[src/logic/lcs_defines.svh]
// timing counts, register offsets and reset values for the charge sequencer
// assumes a 25 MHz core clock; included by bare name wherever needed
`ifndef LCS_DEFINES_SVH
`define LCS_DEFINES_SVH

// clock and derived counts
`define LCS_CLK_PERIOD_NS      40
`define LCS_TICK_NS            1000000
`define LCS_TICK_CYCLES        (`LCS_TICK_NS / `LCS_CLK_PERIOD_NS)
`define LCS_VCC_FILT_NS        10000
`define LCS_VCC_FILT_CYCLES    ((`LCS_VCC_FILT_NS + `LCS_CLK_PERIOD_NS - 1) / `LCS_CLK_PERIOD_NS)
`define LCS_BLINK_TICKS        32'h0000_01F4

// register word indices (byte address = 4 * index)
`define LCS_REG_CTRL           4'h0
`define LCS_REG_TIMER_LIMIT    4'h1
`define LCS_REG_STATUS         4'h2
`define LCS_REG_TIMER_COUNT    4'h3

// field positions and reset values
`define LCS_CTRL_FORCE_OFF_BIT 0
`define LCS_TIMER_LIMIT_RST    32'h0089_5440

`endif

[src/logic/lcs_pkg.sv]
// types shared by the charge sequencer files
// assumes lcs_defines.svh carries all numeric constants
package lcs_pkg;

	// charge phase, one-hot
	typedef enum logic [8:0] {
		LCS_ST_OFF     = 9'h001,
		LCS_ST_PRE     = 9'h002,
		LCS_ST_CC      = 9'h004,
		LCS_ST_CV      = 9'h008,
		LCS_ST_FLOAT   = 9'h010,
		LCS_ST_MONITOR = 9'h020,
		LCS_ST_FAULT   = 9'h040,
		LCS_ST_LDO     = 9'h080,
		LCS_ST_RSVD    = 9'h100
	} lcs_state_e;

endpackage : lcs_pkg

[src/logic/lcs_sync.sv]
// two-flop synchroniser for a group of comparator flags
// assumes each bit is an independent level; no word coherence is kept
module lcs_sync #(
	parameter int WIDTH = 1
) (
	input  wire logic             core_clk,
	input  wire logic             resetn,
	input  wire logic [WIDTH-1:0] d,
	output logic      [WIDTH-1:0] q
);

	logic [WIDTH-1:0] meta_ff;
	logic [WIDTH-1:0] sync_ff;

	// first stage feeds only the second
	always_ff @(posedge core_clk or negedge resetn) begin
		if (!resetn) begin
			meta_ff <= '0;
			sync_ff <= '0;
		end else begin
			meta_ff <= d;
			sync_ff <= meta_ff;
		end
	end

	assign q = sync_ff;

endmodule : lcs_sync

[src/logic/lcs_charge_seq.sv]
// charge phase sequencer for a single-cell charger with Avalon-MM registers
// assumes comparator flags from the analog front end, 25 MHz core_clk
//
// Chosen here: the Avalon-MM slave port and the register offsets.
`include "lcs_defines.svh"

////////////////////////////////////////////////////////////////////////////////
// Operation
// enable input low disables the device and keeps output off
// level inside hot/cold window means enabled with safe temperature
// level above 95 percent of supply drives battery absent high
// timer-select grounded disables charge timer and all timer limits
// timer-select at supply selects LDO mode instead of charging
// supply good is glitch filtered; charging starts only once filtered good
// charge start drives status output low, charging indicator on
// battery below 2.8 V selects pre-charge current
// battery above 2.8 V and below final selects constant current
// battery reaching 4.2 V switches to constant voltage
// current below termination drives status output high, complete
// timer on: float in constant voltage until timer expiry, then monitor
// timer off: output turns off as soon as termination is reached
// LDO mode never turns output off on termination
// monitor holds output off until battery drops 100 mV, then recharges
// timer on and pre-charge beyond quarter charge time gives fault, off
// pre-charge fault clears on enable or supply toggle, or above 2.8 V
// thermistor out of window suspends: off, timer frozen, fault shown
// recharge from monitor clears the charge timer first
// LDO output on only while enable level above 90 percent
// analog comparator flags are synchronised before use
// timer counts on-time to a programmable limit; fault at one quarter
module lcs_charge_seq #(
	parameter logic [31:0] TICK_CYCLES = `LCS_TICK_CYCLES
) (
	input  wire logic        core_clk,
	input  wire logic        resetn,
	input  wire logic        vcc_good_in,
	input  wire logic        ent_low_in,
	input  wire logic        ent_hot_in,
	input  wire logic        ent_cold_in,
	input  wire logic        ent_ldo_in,
	input  wire logic        ent_battery_absent_out_in,
	input  wire logic        vbat_above_pre_in,
	input  wire logic        vbat_at_cv_in,
	input  wire logic        vbat_below_rech_in,
	input  wire logic        iout_below_term_in,
	input  wire logic        rtime_gnd_in,
	input  wire logic        rtime_vcc_in,
	input  wire logic [3:0]  avs_address,
	input  wire logic        avs_read,
	input  wire logic        avs_write,
	input  wire logic [31:0] avs_writedata,
	input  wire logic [3:0]  avs_byteenable,
	output logic      [31:0] avs_readdata,
	output logic             avs_waitrequest,
	output logic             charger_output,
	output logic             pre_sel_out,
	output logic             cc_sel_out,
	output logic             cv_sel_out,
	output logic             charge_status_out,
	output logic             charge_status_oe_n,
	output logic             battery_absent_out
);

	////////////////////////////////////////////////////////////////////////
	// input synchronisation
	logic [11:0] raw_flags;
	logic [11:0] sync_flags;
	logic        vcc_good_s;
	logic        ent_low_s;
	logic        ent_hot_s;
	logic        ent_cold_s;
	logic        ent_ldo_s;
	logic        ent_battery_absent_out_s;
	logic        vbat_above_s;
	logic        vbat_cv_s;
	logic        vbat_rech_s;
	logic        iout_term_s;
	logic        rtime_gnd_s;
	logic        rtime_vcc_s;

	assign raw_flags = {vcc_good_in, ent_low_in, ent_hot_in, ent_cold_in, ent_ldo_in, ent_battery_absent_out_in,
		vbat_above_pre_in, vbat_at_cv_in, vbat_below_rech_in, iout_below_term_in, rtime_gnd_in, rtime_vcc_in};

	// all comparator levels cross into core_clk here
	lcs_sync #(
		.WIDTH (12)
	) u_sync (
		.core_clk (core_clk),
		.resetn   (resetn),
		.d        (raw_flags),
		.q        (sync_flags)
	);

	assign {vcc_good_s, ent_low_s, ent_hot_s, ent_cold_s, ent_ldo_s, ent_battery_absent_out_s,
		vbat_above_s, vbat_cv_s, vbat_rech_s, iout_term_s, rtime_gnd_s, rtime_vcc_s} = sync_flags;

	////////////////////////////////////////////////////////////////////////
	// supply glitch filter
	logic       vcc_filt_ff;
	logic       nxt_vcc_filt;
	logic [7:0] vcc_cnt_ff;
	logic [7:0] nxt_vcc_cnt;

	// new level must persist for the filter time
	always_comb begin
		nxt_vcc_filt = vcc_filt_ff;
		nxt_vcc_cnt  = 8'h00;
		if (vcc_good_s != vcc_filt_ff) begin
			if (vcc_cnt_ff == 8'(`LCS_VCC_FILT_CYCLES - 1)) begin
				nxt_vcc_filt = vcc_good_s;
			end else begin
				nxt_vcc_cnt = vcc_cnt_ff + 8'h01;
			end
		end
	end

	always_ff @(posedge core_clk or negedge resetn) begin
		if (!resetn) begin
			vcc_filt_ff <= 1'b0;
			vcc_cnt_ff  <= 8'h00;
		end else begin
			vcc_filt_ff <= nxt_vcc_filt;
			vcc_cnt_ff  <= nxt_vcc_cnt;
		end
	end

	////////////////////////////////////////////////////////////////////////
	// millisecond tick and fault blink
	logic [31:0] tick_cnt_ff;
	logic [31:0] nxt_tick_cnt;
	logic [31:0] blink_cnt_ff;
	logic [31:0] nxt_blink_cnt;
	logic        blink_ff;
	logic        nxt_blink;
	logic        tick;

	assign tick = (tick_cnt_ff == TICK_CYCLES - 32'h0000_0001);

	// free-running prescaler, blink toggles every blink period
	always_comb begin
		nxt_tick_cnt  = tick ? 32'h0000_0000 : tick_cnt_ff + 32'h0000_0001;
		nxt_blink_cnt = blink_cnt_ff;
		nxt_blink     = blink_ff;
		if (tick) begin
			if (blink_cnt_ff == `LCS_BLINK_TICKS - 32'h0000_0001) begin
				nxt_blink_cnt = 32'h0000_0000;
				nxt_blink     = !blink_ff;
			end else begin
				nxt_blink_cnt = blink_cnt_ff + 32'h0000_0001;
			end
		end
	end

	always_ff @(posedge core_clk or negedge resetn) begin
		if (!resetn) begin
			tick_cnt_ff  <= 32'h0000_0000;
			blink_cnt_ff <= 32'h0000_0000;
			blink_ff     <= 1'b0;
		end else begin
			tick_cnt_ff  <= nxt_tick_cnt;
			blink_cnt_ff <= nxt_blink_cnt;
			blink_ff     <= nxt_blink;
		end
	end

	////////////////////////////////////////////////////////////////////////
	// Avalon-MM slave: one wait cycle, registered read data
	lcs_pkg::lcs_state_e state_ff;
	lcs_pkg::lcs_state_e nxt_state;
	logic        ack_ff;
	logic        nxt_ack;
	logic [31:0] rdata_ff;
	logic [31:0] nxt_rdata;
	logic [31:0] limit_ff;
	logic [31:0] nxt_limit;
	logic        force_off_ff;
	logic        nxt_force_off;
	logic [31:0] timer_ff;
	logic [31:0] nxt_timer;
	logic        done_ff;
	logic        nxt_done;
	logic        bus_req;
	logic        en_ok;
	logic        ldo_mode;
	logic        timer_en;
	logic        ntc_fault;
	logic        expired;

	assign bus_req         = avs_read || avs_write;
	assign avs_waitrequest = bus_req && !ack_ff;
	assign avs_readdata    = rdata_ff;

	// decode on the first cycle, write lands on the released edge
	always_comb begin
		nxt_ack       = bus_req && !ack_ff;
		nxt_rdata     = rdata_ff;
		nxt_limit     = limit_ff;
		nxt_force_off = force_off_ff;
		if (avs_read && !ack_ff) begin
			case (avs_address)
				`LCS_REG_CTRL:        nxt_rdata = {31'h0000_0000, force_off_ff};
				`LCS_REG_TIMER_LIMIT: nxt_rdata = limit_ff;
				`LCS_REG_STATUS:      nxt_rdata = {10'h000, battery_absent_out, vcc_filt_ff, done_ff,
					timer_en, ldo_mode, ntc_fault, 7'h00, state_ff};
				`LCS_REG_TIMER_COUNT: nxt_rdata = timer_ff;
				default:              nxt_rdata = 32'h0000_0000;
			endcase
		end
		if (avs_write && ack_ff) begin
			if (avs_address == `LCS_REG_CTRL && avs_byteenable[0]) begin
				nxt_force_off = avs_writedata[`LCS_CTRL_FORCE_OFF_BIT];
			end
			if (avs_address == `LCS_REG_TIMER_LIMIT) begin
				for (int i = 0; i < 4; i++) begin
					if (avs_byteenable[i]) begin
						nxt_limit[i*8 +: 8] = avs_writedata[i*8 +: 8];
					end
				end
			end
		end
	end

	always_ff @(posedge core_clk or negedge resetn) begin
		if (!resetn) begin
			ack_ff       <= 1'b0;
			rdata_ff     <= 32'h0000_0000;
			limit_ff     <= `LCS_TIMER_LIMIT_RST;
			force_off_ff <= 1'b0;
		end else begin
			ack_ff       <= nxt_ack;
			rdata_ff     <= nxt_rdata;
			limit_ff     <= nxt_limit;
			force_off_ff <= nxt_force_off;
		end
	end

	////////////////////////////////////////////////////////////////////////
	// charge phase machine with timer and completion latch
	assign en_ok     = vcc_filt_ff && !ent_low_s && !force_off_ff;
	assign ldo_mode  = rtime_vcc_s;
	assign timer_en  = !rtime_gnd_s && !rtime_vcc_s;
	assign ntc_fault = !ldo_mode && (ent_hot_s || ent_cold_s);
	assign expired   = timer_en && (timer_ff >= limit_ff);

	always_comb begin
		nxt_state = state_ff;
		nxt_timer = timer_ff;
		nxt_done  = done_ff;
		if (!en_ok) begin
			nxt_state = lcs_pkg::LCS_ST_OFF;
			nxt_timer = 32'h0000_0000;
			nxt_done  = 1'b0;
		end else if (ldo_mode) begin
			nxt_state = lcs_pkg::LCS_ST_LDO;
			if (state_ff == lcs_pkg::LCS_ST_LDO && ent_ldo_s && iout_term_s) begin
				nxt_done = 1'b1;
			end
		end else if (state_ff == lcs_pkg::LCS_ST_LDO) begin
			nxt_state = lcs_pkg::LCS_ST_OFF;
		end else if (!ntc_fault) begin
			// on-time only; frozen while the thermistor is out of window
			if (timer_en && tick && state_ff inside {lcs_pkg::LCS_ST_PRE, lcs_pkg::LCS_ST_CC,
				lcs_pkg::LCS_ST_CV, lcs_pkg::LCS_ST_FLOAT}) begin
				nxt_timer = timer_ff + 32'h0000_0001;
			end
			unique case (state_ff)
				lcs_pkg::LCS_ST_OFF: begin
					nxt_state = lcs_pkg::LCS_ST_PRE;
					nxt_timer = 32'h0000_0000;
					nxt_done  = 1'b0;
				end
				lcs_pkg::LCS_ST_PRE: begin
					if (vbat_above_s) begin
						nxt_state = lcs_pkg::LCS_ST_CC;
					end else if (timer_en && timer_ff >= (limit_ff >> 2)) begin
						nxt_state = lcs_pkg::LCS_ST_FAULT;
					end
				end
				lcs_pkg::LCS_ST_CC: begin
					if (vbat_cv_s) begin
						nxt_state = lcs_pkg::LCS_ST_CV;
					end else if (!vbat_above_s) begin
						nxt_state = lcs_pkg::LCS_ST_PRE;
					end else if (expired) begin
						nxt_state = lcs_pkg::LCS_ST_MONITOR;
					end
				end
				lcs_pkg::LCS_ST_CV: begin
					if (iout_term_s) begin
						nxt_done  = 1'b1;
						nxt_state = timer_en ? lcs_pkg::LCS_ST_FLOAT : lcs_pkg::LCS_ST_MONITOR;
					end else if (expired) begin
						nxt_state = lcs_pkg::LCS_ST_MONITOR;
					end
				end
				lcs_pkg::LCS_ST_FLOAT: begin
					if (expired || !timer_en) begin
						nxt_state = lcs_pkg::LCS_ST_MONITOR;
					end
				end
				lcs_pkg::LCS_ST_MONITOR: begin
					if (vbat_rech_s) begin
						nxt_state = lcs_pkg::LCS_ST_PRE;
						nxt_timer = 32'h0000_0000;
						nxt_done  = 1'b0;
					end
				end
				lcs_pkg::LCS_ST_FAULT: begin
					if (vbat_above_s) begin
						nxt_state = lcs_pkg::LCS_ST_CC;
					end
				end
				lcs_pkg::LCS_ST_LDO: begin
					nxt_state = lcs_pkg::LCS_ST_OFF;
				end
				default: begin
					nxt_state = lcs_pkg::LCS_ST_OFF;
				end
			endcase
		end
	end

	always_ff @(posedge core_clk or negedge resetn) begin
		if (!resetn) begin
			state_ff <= lcs_pkg::LCS_ST_OFF;
			timer_ff <= 32'h0000_0000;
			done_ff  <= 1'b0;
		end else begin
			state_ff <= nxt_state;
			timer_ff <= nxt_timer;
			done_ff  <= nxt_done;
		end
	end

	////////////////////////////////////////////////////////////////////////
	// registered pin drivers
	logic nxt_out_on;
	logic nxt_status;
	logic nxt_status_oe_n;
	logic nxt_battery_absent_out;
	logic charging;

	assign charging = state_ff inside {lcs_pkg::LCS_ST_PRE, lcs_pkg::LCS_ST_CC,
		lcs_pkg::LCS_ST_CV, lcs_pkg::LCS_ST_FLOAT};

	// output, regulation select and indicators from present phase
	always_comb begin
		nxt_out_on      = en_ok && ((charging && !ntc_fault) ||
			(state_ff == lcs_pkg::LCS_ST_LDO && ent_ldo_s));
		nxt_status_oe_n = !en_ok;
		nxt_status      = (ntc_fault || state_ff == lcs_pkg::LCS_ST_FAULT) ? blink_ff : done_ff;
		nxt_battery_absent_out       = vcc_filt_ff && ent_battery_absent_out_s;
	end

	always_ff @(posedge core_clk or negedge resetn) begin
		if (!resetn) begin
			charger_output     <= 1'b0;
			pre_sel_out        <= 1'b0;
			cc_sel_out         <= 1'b0;
			cv_sel_out         <= 1'b0;
			charge_status_out  <= 1'b0;
			charge_status_oe_n <= 1'b1;
			battery_absent_out <= 1'b0;
		end else begin
			charger_output     <= nxt_out_on;
			pre_sel_out        <= (state_ff == lcs_pkg::LCS_ST_PRE);
			cc_sel_out         <= (state_ff == lcs_pkg::LCS_ST_CC);
			cv_sel_out         <= state_ff inside {lcs_pkg::LCS_ST_CV, lcs_pkg::LCS_ST_FLOAT, lcs_pkg::LCS_ST_LDO};
			charge_status_out  <= nxt_status;
			charge_status_oe_n <= nxt_status_oe_n;
			battery_absent_out <= nxt_battery_absent_out;
		end
	end

	logic run_ok;
	assign run_ok = en_ok && !ldo_mode && !ntc_fault;
endmodule : lcs_charge_seq

[config.mk]
export PLATFORM = sky130hd
export DESIGN_NAME = lcs_charge_seq
export DESIGN_NICKNAME = d
export VERILOG_FILES = /design/src/logic/lcs_pkg.sv /design/src/logic/lcs_sync.sv /design/src/logic/lcs_charge_seq.sv
export VERILOG_INCLUDE_DIRS = /design/src /design/src/logic
export SDC_FILE = /design/constraint.sdc
export NUM_CORES = 1
export LEC_CHECK = 0
export ABC_AREA = 1
export BUFFER_PORTS_ARGS = -buffer_cell sky130_fd_sc_hd__buf_2
export CAP_MARGIN = 20
export CORE_MARGIN = 3
export CORE_UTILIZATION = 65
export DETAILED_ROUTE_END_ITERATION = 8
export HOLD_SLACK_MARGIN = 0.02
export PLACE_DENSITY = 0.85
export SYNTH_ARGS = -nofsm -noshare
export SYNTH_HDL_FRONTEND = slang
export SYNTH_HIERARCHICAL = 1
export SYNTH_SLANG_ARGS = --single-unit
[constraint.sdc]
create_clock -name core_clk -period 5 [get_ports core_clk]
set_input_delay 0.75 -clock core_clk [delete_from_list [all_inputs] [get_ports core_clk]]
set_output_delay 0.75 -clock core_clk [all_outputs]
set_load 0.01 [all_outputs]
==> results of run 1 <==
state kept, by name, summed over array words and instances (netlist names), 8 cells and up:
register        cells
vcc_cnt_ff          8
state_ff            9
u_sync/q           12
limit_ff           32
tick_cnt_ff        32
u_sync/meta_ff     12
blink_cnt_ff       32
avs_readdata       32
timer_ff           32
synth_stat cells, drive strengths merged:
cell | instances | area, sq um
clkbuf | 25 | 93.8
or2 | 2 | 12.5
a31oi | 3 | 18.8
o21a | 7 | 52.6
nand3b | 1 | 7.51
nand3 | 79 | 410
dfrtp | 204 | 5100
clkinv | 5 | 18.8
and3 | 4 | 25.0
dfstp | 9 | 236
o211ai | 1 | 7.51
nand4 | 66 | 425
o21ai | 67 | 335
xor2 | 30 | 263
a21oi | 99 | 495
o211a | 1 | 10.0
inv | 218 | 818
o2111ai | 1 | 8.76
nand2 | 479 | 1820
buf | 11 | 65.1
o311ai | 1 | 8.76
a311oi | 1 | 8.76
o31ai | 4 | 30.0
a211oi | 5 | 50.1
nor3 | 62 | 407
nor2 | 205 | 835
o21bai | 2 | 15.0
a22oi | 1 | 7.51
a21o | 2 | 15.0
o22ai | 29 | 188
ha | 67 | 838
xnor2 | 10 | 87.6
nor4 | 14 | 93.8
cell type report:
cell class                 count  share of cell area [%]
inverter                     223                    5.86
sequential                   213                    37.4
tap                          260                    2.28
clock buffer                  29                    4.39
timing repair buffer         101                    3.70
clock inverter                13                    1.09
multi-input combinational   1243                    45.3
how the worst min path moves through the flow:
stage,end,depth (start not counted)
after floorplan,u_sync/q[0],0
after global placement,u_sync/q[6],0
after detailed placement,u_sync/q[6],0
after CTS,u_sync/meta_ff[6],1
after global routing,u_sync/meta_ff[6],1
final,tick_cnt_ff[23],1
kinds of logic after synthesis:
kind of cell / count (synthesis) / synth area share, %
adder cells (fa/ha/maj): 67 / 6.54
AND/OR/NAND/NOR: 912 / 31.5
flip-flops: 213 / 41.7
XOR/XNOR: 40 / 2.73
AO/OA/AOI/OAI: 224 / 9.76
buffers and inverters: 259 / 7.77
worst max-delay path, delay by kind of cell (launching register included):
kind                   cells  cell delay (ns)
DFF                        1             0.46
and+or+nand+nor           10             2.00
buffers and inverters      1             0.26
through the flow:
stage	setup slack, ns	power (mW)	util [%]	std cells
finish	2.21	3.89	75.2	2082
global route	1.94	4.02	75.2	2082
CTS	2.26	3.91	75.2	2082
detailed placement	2.14	2.15	71.0	2040
global placement	2.31	2.13	71.0	2040
floorplan	3.03	2.01	-	1715
where the power goes:
| part | internal, mW | total, mW | switching [mW] |
|---|---|---|---|
| logic | 0.0920 | 0.286 | 0.194 |
| registers | 1.79 | 1.83 | 0.0390 |
| clock network | 1.05 | 1.77 | 0.722 |
| total | 2.94 | 3.89 | 0.955 |
per-layer routing:
layer | track usage (%) | up-vias | routed length [um]
li1 | - | 5783 | -
met1 | 46.2 | 5510 | 14800
met2 | 49.3 | 596 | 15200
met3 | 5.03 | 97 | 2950
met4 | 11.5 | 0 | 1250
met5 | 0 | - | 0
==> results_dict.tcl, run 1 <==
set metrics [dict create \
    slew_headroom_pct 37.6 \
    grt_pass1_vias 11506 \
    end_kind "flip-flop" \
    syn-instance-count 1715 \
    status "completed" \
    clkLatencyLatePin_ns 0.52 \
    gp_congestion 0.956 \
    avgSynthCellArea_sq_um 7.47 \
    num_vias 11986 \
    layout_commonest_cell "nand2_1" \
    irDropWorstVdd_v 0.000294 \
    p_per_area_nw_per_um2 272 \
    synth_seq_area_share_pct 41.7 \
    grt_max_degree 101 \
    critPathCapture "timer_ff[25]" \
    areaGrowthSynthToFinish_pct 11.6 \
    period_share_pct 55.7 \
    power.leakage_nw 7.30 \
    track_usage_pct 31.9 \
    drv_slew 0 \
    hold_buffers 0 \
    ys_ff_latch 213 \
    cts_buffers 23 \
    initial_core_util_pct 67.4 \
    setup_viol 0 \
    critPathSlowestCell "nand2_1" \
    dpl_cell_area_sq_um 13500 \
    drv_cap 0 \
    period_minus_slack_ns 2.79 \
    final_cell_mix "nand2_1 (470), inv_1 (207), dfrtp_1 (204)" \
    cts_tree "yes" \
    path_clk_slew_ns 0.07 \
    n_fill_cell 1479 \
    cts_sinks 213 \
    hold_class "in -> async" \
    cts_resized 0 \
    rows 50 \
    grt_pass1_wl_um 56800 \
    cts.htree.levels 1 \
    final_nets 1928 \
    rsz0062_at_grt "no" \
    ant_nets 0 \
    arrival_ns 3.24 \
    hold_slack_ns 0.304 \
    skew_ns 0.00965 \
    cp_cell_sequence "nor2_1, nand4_1, nor2_1, nand2_1, inv_2, nand3_1, nand2_1, nand4_1, nand2_1, nand4_1, nand2_1" \
    cts_root_buf "clkbuf_16" \
    r2r_end "timer_ff[25]" \
    core_area_sq_um 19000 \
    drt_iter0_markers 1471 \
    synth_nets 1838 \
    rr_worst_depth 11 \
    dp_hpwl_um 24900 \
    antenna_cells 0 \
    ioPinCount 96 \
    wire_per_inst_um 16.5 \
    crit_top_cell "nand2_1" \
    cpPeakStageDelay_ns 0.48 \
    setup.worst_path.start_class "flip-flop" \
    final_cell_area_sq_um 14300 \
    seq_area_sq_um 5340 \
    port_buffers 95 \
    critPathLaunch "tick_cnt_ff[24]" \
    synth.distinct_cells 49 \
    clockBufferDepth 3 \
    die_height_um 146 \
    die_w_um 146 \
    hold_viol_final 0 \
    multi_input_area_sq_um 6480 \
    die_area_sq_um 21400 \
    critPathKind "reg -> reg" \
    yosysWarnings 6 \
    syn_area_sq_um 12800 \
    first_pass_iters 6 \
    final_layout_size_suffix_gt1_share_pct 11.3 \
    required_ns 5.46 \
    drc_errors 0 \
    r2r_slack_ns 2.21 \
    routed_wl_um 34300 \
    setup_tns_ns 0 \
    antenna_found_initial 0 \
    grt_overflow_total 0 \
    postCtsSetupBuffers 0 \
    max_freq_mhz 359 \
    worstPathMaxFanout 24 \
    worstMarginPinSlew_ns 0.931 \
    rr_startpoint "tick_cnt_ff[24]" \
    vias_per_cell 5.76 \
]
Power figures use the tool's default switching activity.
==> run 2: changes to the inputs <==
- ABC_AREA: 1 -> 0
- CORE_UTILIZATION: 65 -> 55
- PLACE_DENSITY: 0.85 -> 0.77
- clock period: 5 -> 2.35 ns (I/O delays scaled with it)
==> run 2 against run 1 <==
Against the previous run:
- the run now ends with negative setup slack left
- first-iteration DRC count decreased by 47%
- global-route usage decreased by 3.1 points
- synthesized area decreased by 12%
- final cell count decreased by 17%
- hold slack got worse by 0.25 ns
- register-to-register slack got worse by 2.5 ns
- critical path depth increased by 1
- synthesized cell count decreased by 34%
- maximum frequency increased by 6.1%
- via count decreased by 13%
- total power increased by 130%
- die area increased by 3.9%
- critical endpoint is now state_ff[2]
- largest cell class unchanged
- highest routed layer unchanged
==> results_dict.tcl, run 2 <==
set metrics [dict create \
    status "finished with violations" \
    violations "negative setup slack" \
    die_height_um 149 \
    power.leakage_nw 7.24 \
    fin_ws_ns -0.276 \
    core_area_sq_um 19800 \
    synth_nets 1263 \
    ioPinCount 96 \
    gp_congestion 0.978 \
    cts_buffers 23 \
    setup_viol 34 \
    syn_area_sq_um 11300 \
    wire_per_inst_um 19.4 \
    synth_edf_count 0 \
    initial_core_util_pct 57.1 \
    clkPwrFrac_pct 44.3 \
    synthFlopType "dfrtp_1" \
    die_area_sq_um 22300 \
    syn-instance-count 1140 \
    port_buffers 95 \
    synthTopCellsByArea "dfrtp_1 (45%), ha_1 (7.4%), o21ai_0 (4.6%)" \
    final_layout_size_suffix_gt1_share_pct 34.0 \
    cts.htree.levels 1 \
    drt_iter0_markers 779 \
    rr_worst_depth 12 \
    clkLatencyLatePin_ns 0.53 \
    yosysWarnings 6 \
    cts_tree "yes" \
    drv_cap 0 \
    slew_headroom_pct 34.3 \
    routed_wl_um 33800 \
    die_w_um 149 \
    setup.worst_path.start_class "flip-flop" \
    seqPwrFrac_pct 43.9 \
    final_cell_mix "dfrtp_1 (202), buf_4 (198), nand2_1 (132)" \
    cts_root_buf "clkbuf_16" \
    post-synth-top-count-cell "dfrtp_1" \
    synth_top_area_share_pct 45.2 \
    grt_pass1_wl_um 51900 \
    grt_overflow_total 0 \
    num_vias 10429 \
    clockBufferDepth 3 \
    cts_sinks 213 \
    drc_errors 0 \
    worstPathMaxFanout 4 \
    antenna_cells 0 \
    arrival_ns 3.04 \
    grt_pass1_vias 10395 \
    combPwrFrac_pct 11.8 \
    hold_viol_final 0 \
    vias_per_cell 6.00 \
    required_ns 2.77 \
    drv_slew 0 \
    switchingPower_mw 2.17 \
    rsz0062_at_grt "yes" \
    rows 51 \
    rr_startpoint "timer_ff[0]" \
    critPathKind "reg -> reg" \
    r2r_slack_ns -0.28 \
    avgSynthCellArea_sq_um 9.90 \
    max_freq_mhz 381 \
    grt_max_degree 59 \
    skew_ns 0.0142 \
    track_usage_pct 28.9 \
    period_share_pct 112 \
    r2r_end "state_ff[2]" \
    path_clk_slew_ns 0.07 \
    fin_util_pct 77.3 \
    irDropWorstVdd_v 0.000724 \
    period_minus_slack_ns 2.63 \
    ys_ff_latch 213 \
    synthArstFlopShare_pct 100 \
    p_per_area_nw_per_um2 575 \
    worstMarginPinSlew_ns 0.985 \
    synthTopCellsByCount "dfrtp_1 (204), nand2_1 (137), o21ai_0 (104)" \
    first_pass_iters 6 \
    p_int_mw 6.62 \
    layout_commonest_cell "dfrtp_1" \
    critPathCapture "state_ff[2]" \
    synth.distinct_cells 72 \
    areaGrowthSynthToFinish_pct 35.5 \
    final_nets 1578 \
    critPathLaunch "timer_ff[0]" \
    report.power.total_mw 8.79 \
    hold_class "in -> reg" \
    dp_hpwl_um 22600 \
    switching_share_pct 24.7 \
    yosysTopAreaCell "dfrtp_1" \
    antenna_found_initial 0 \
    synth_seq_area_share_pct 47.3 \
    ant_nets 0 \
    end_kind "flip-flop" \
]
run 2: final cells by class:
cell class                 count  area (sq um)
inverter                      48           180
clock buffer                  31           636
clock inverter                11           175
tap                          265           332
multi-input combinational    836          6160
fill                        1257          4490
timing repair buffer         333          2470
sequential                   213          5340
run 2: through the flow:
| stage | worst slack, ns | hold WS [ns] | instances | cell area [sq um] | setup TNS (ns) |
|---|---|---|---|---|---|
| after floorplan | -0.191 | 0.0569 | 1140 | 11300 | -0.788 |
| after global placement | -0.191 | 0.333 | 1648 | 13500 | -2.23 |
| after detailed placement | -0.287 | 0.335 | 1648 | 13500 | -4.15 |
| after CTS | -0.202 | 0.0381 | 1716 | 14600 | -2.08 |
| after global routing | -0.356 | 0.0561 | 1737 | 15300 | -8.97 |
| final | -0.276 | 0.0537 | 1737 | 15300 | -3.98 |
run 2: what timing repair did:
action	CTS	global route
cloned	1	1
buffers inserted	12	24
hold buffers	13	0
pin swaps	34	57
setup endpoints to repair	41	62
endpoints found under the hold margin	63	0
resized for setup	43	114
run 2: how the worst min path moves through the flow:
stage / end / depth (start not counted) / from
after global placement: u_sync/q[9] / 0 / u_sync/meta_ff[9]
final: limit_ff[15] / 2 / avs_writedata[15]
after detailed placement: u_sync/q[0] / 0 / u_sync/meta_ff[0]
after global routing: limit_ff[26] / 2 / avs_writedata[26]
after CTS: limit_ff[30] / 2 / avs_writedata[30]
after floorplan: ack_ff / 0 / resetn
run 2: layer usage:
| layer | part of all wire [%] | up-vias | track usage, % | wire length, um |
|---|---|---|---|---|
| met5 | 0 | - | 0 | 0 |
| met4 | 3.8 | 0 | 10.7 | 1280 |
| met2 | 50 | 468 | 48.8 | 16800 |
| met3 | 7.7 | 106 | 4.83 | 2590 |
| met1 | 39 | 5062 | 37.6 | 13100 |
| li1 | - | 4793 | - | - |
run 2: cells by family after synthesis:
family / share of synthesized area, %
adder cells (fa/ha/maj): 7.43
AND/OR/NAND/NOR: 18.3
flip-flops: 47.3
AO/OA/AOI/OAI: 15.1
XOR/XNOR: 4.97
buffers and inverters: 3.13
multiplexers: 3.79
run 2: critical path, cell delays in order (launching register included):
cell and delay (ns):
dfrtp_1 0.36, inv_2 0.05, buf_4 0.13, ha_1 0.27, and3_1 0.14, o21ai_0 0.07
a311o_1 0.36, o211ai_1 0.23, a41oi_2 0.24, buf_4 0.21, buf_4 0.15, o31ai_4 0.23
a21oi_2 0.07
run 2: power by group through the flow:
stage / clock [mW] / combinational (mW) / sequential, mW
5_1_grt: 4.08 / 1.15 / 3.87
3_3_place_gp: 0 / 0.942 / 3.91
3_5_place_dp: 0 / 0.964 / 3.92
2_1_floorplan: 0 / 0.472 / 3.91
4_1_cts: 3.95 / 1.01 / 3.86
6_report: 3.89 / 1.04 / 3.86
==> run 3: changes to the inputs <==
- CORE_UTILIZATION: 55 -> 40
- PLACE_DENSITY: 0.77 -> 0.59
==> run 3 against run 2 <==
Against the previous run:
- the run still ends with negative setup slack left
- combinational power is essentially flat
- first-iteration DRC count shrank 11%
- clock power grew 14%
- critical path type unchanged
- critical endpoint is now state_ff[4]
- largest cell class unchanged
==> results_dict.tcl, run 3 (same netlist as run 2, synthesis figures left out) <==
set metrics [dict create \
    status "finished with violations" \
    violations "negative setup slack" \
    antenna_found_initial 0 \
    die_area_sq_um 30300 \
    switching_share_pct 23.9 \
    seq_area_sq_um 5340 \
    hold_viol_final 0 \
    combPwrFrac_pct 11.5 \
    cp_cell_sequence "inv_2, buf_6, ha_4, nand4_1, nor4_2, a32oi_2, nand3_2, a2111oi_4, buf_4, or4_4, a21oi_2" \
    p_int_mw 7.12 \
    rows 60 \
    clkLatencyLatePin_ns 0.54 \
    dp_hpwl_um 23100 \
    critPathKind "reg -> reg" \
    place_inst 1758 \
    setup.worst_path.start_class "flip-flop" \
    num_vias 9997 \
    vias_per_cell 5.41 \
    die_height_um 174 \
    power.leakage_nw 7.29 \
    irDropWorstVdd_v 0.000431 \
    dpl_cell_area_sq_um 13600 \
    critPathSlowestCell "dfstp_2" \
    antenna_cells 0 \
    n_fill_cell 2409 \
    ioPinCount 96 \
    drv_slew 0 \
    arrival_ns 3.01 \
    grt_overflow_total 0 \
    cpPeakStageDelay_ns 0.54 \
    grt_max_degree 73 \
    crit_cells 11 \
    worstPathMaxFanout 4 \
    r2r_slack_ns -0.19 \
    initial_core_util_pct 41.3 \
    switchingPower_mw 2.23 \
    setup_viol 23 \
    p_per_area_nw_per_um2 599 \
    multi_input_area_sq_um 6240 \
    routed_wl_um 32400 \
    cts.htree.levels 1 \
    final_nets 1578 \
    drv_cap 0 \
    period_minus_slack_ns 2.54 \
    required_ns 2.82 \
    fin_cells 1847 \
    skew_ns 0.0252 \
    grt_pass1_wl_um 51800 \
    path_buf_inv 3 \
    gp_congestion 0.918 \
    port_buffers 95 \
    first_pass_iters 5 \
    clkPwrFrac_pct 47.2 \
    r2r_end "state_ff[4]" \
    worstHoldStart "avs_writedata[15]" \
    die_w_um 174 \
    end_kind "flip-flop" \
    clockBufferDepth 3 \
    rr_startpoint "limit_ff[10]" \
    final_cell_area_sq_um 15600 \
    ant_nets 0 \
    whs_path_depth 2 \
    core_area_sq_um 27300 \
    report.power.total_mw 9.35 \
    fin_util_pct 57.1 \
    cts_root_buf "clkbuf_16" \
    hold_class "in -> reg" \
    hold_end "limit_ff[15]" \
    period_share_pct 108 \
    cts_buffers 26 \
    cts_tree "yes" \
    grt_pass1_vias 9761 \
    path_clk_slew_ns 0.06 \
    crit_family "simple AND/OR/NAND/NOR gates" \
    fin_ws_ns -0.192 \
    wire_per_inst_um 17.6 \
    layout_commonest_cell "dfrtp_1" \
    slew_headroom_pct 34.0 \
    max_freq_mhz 393 \
    final_layout_size_suffix_gt1_share_pct 34.9 \
    areaGrowthSynthToFinish_pct 38.3 \
    drc_errors 0 \
    track_usage_pct 20.8 \
    rr_worst_depth 11 \
    rsz0062_at_grt "yes" \
    drt_iter0_markers 694 \
    seqPwrFrac_pct 41.3 \
    setup_tns_ns -1.87 \
    final_cell_mix "dfrtp_1 (203), buf_4 (192), nand2_1 (134)" \
    worstMarginPinSlew_ns 0.990 \
    cts_sinks 213 \
]
[run 3: cell types whose count changed in the layout (fill, tap and decap cells not counted), moves of 5 or more]
cell / before / now
ha_1: 65 / 57
ha_4: 2 / 10
buf_4: 198 / 192
buf_6: 20 / 26
nor4_2: 10 / 4
inv_1: 47 / 42
inv_2: 1 / 6
[run 3: area by class of cell]
cell class | instances | area share (%)
sequential | 213 | 34.2
tap | 372 | 2.98
inverter | 48 | 1.15
multi-input combinational | 836 | 40.0
timing repair buffer | 330 | 15.6
clock buffer | 39 | 5.00
clock inverter | 9 | 1.11
[run 3: repair_timing]
action | CTS | global route
gates cloned | 1 | 1
setup endpoints to repair | 41 | 57
hold buffers | 13 | 0
hold endpoints to repair | 77 | 0
resized for setup | 67 | 110
setup buffers | 12 | 16
pin swaps | 29 | 44
[run 3: per-stage QoR]
| stage | hold WS [ns] | worst slack [ns] |
|---|---|---|
| after CTS | 0.0319 | -0.227 |
| after global routing | 0.0387 | -0.329 |
| after detailed placement | 0.336 | -0.424 |
| after floorplan | 0.0569 | -0.191 |
| final | 0.0433 | -0.192 |
| after global placement | 0.334 | -0.422 |
[run 3: power by group through the flow]
stage	registers, mW	logic, mW	clock network, mW
after floorplan	3.91	0.472	0
after global placement	3.92	0.961	0
after detailed placement	3.92	0.971	0
after CTS	3.86	1.04	4.52
after global routing	3.87	1.19	4.67
final	3.86	1.07	4.42
[run 3: how the worst max path moves through the flow]
| stage | startpoint | endpoint |
|---|---|---|
| after global routing | limit_ff[10] | state_ff[4] |
| after detailed placement | limit_ff[23] | state_ff[4] |
| after global placement | limit_ff[23] | state_ff[5] |
| after floorplan | timer_ff[0] | state_ff[5] |
| final | limit_ff[10] | state_ff[4] |
| after CTS | limit_ff[0] | state_ff[5] |
[run 3: routing by layer]
layer	wire [um]	vias up	part of all wire (%)	global-route usage (%)
met4	858	0	2.6	5.13
met1	14900	4882	46	29.0
met5	0	-	0	0
met2	15300	239	47	34.5
li1	-	4816	-	-
met3	1410	60	4.3	2.77
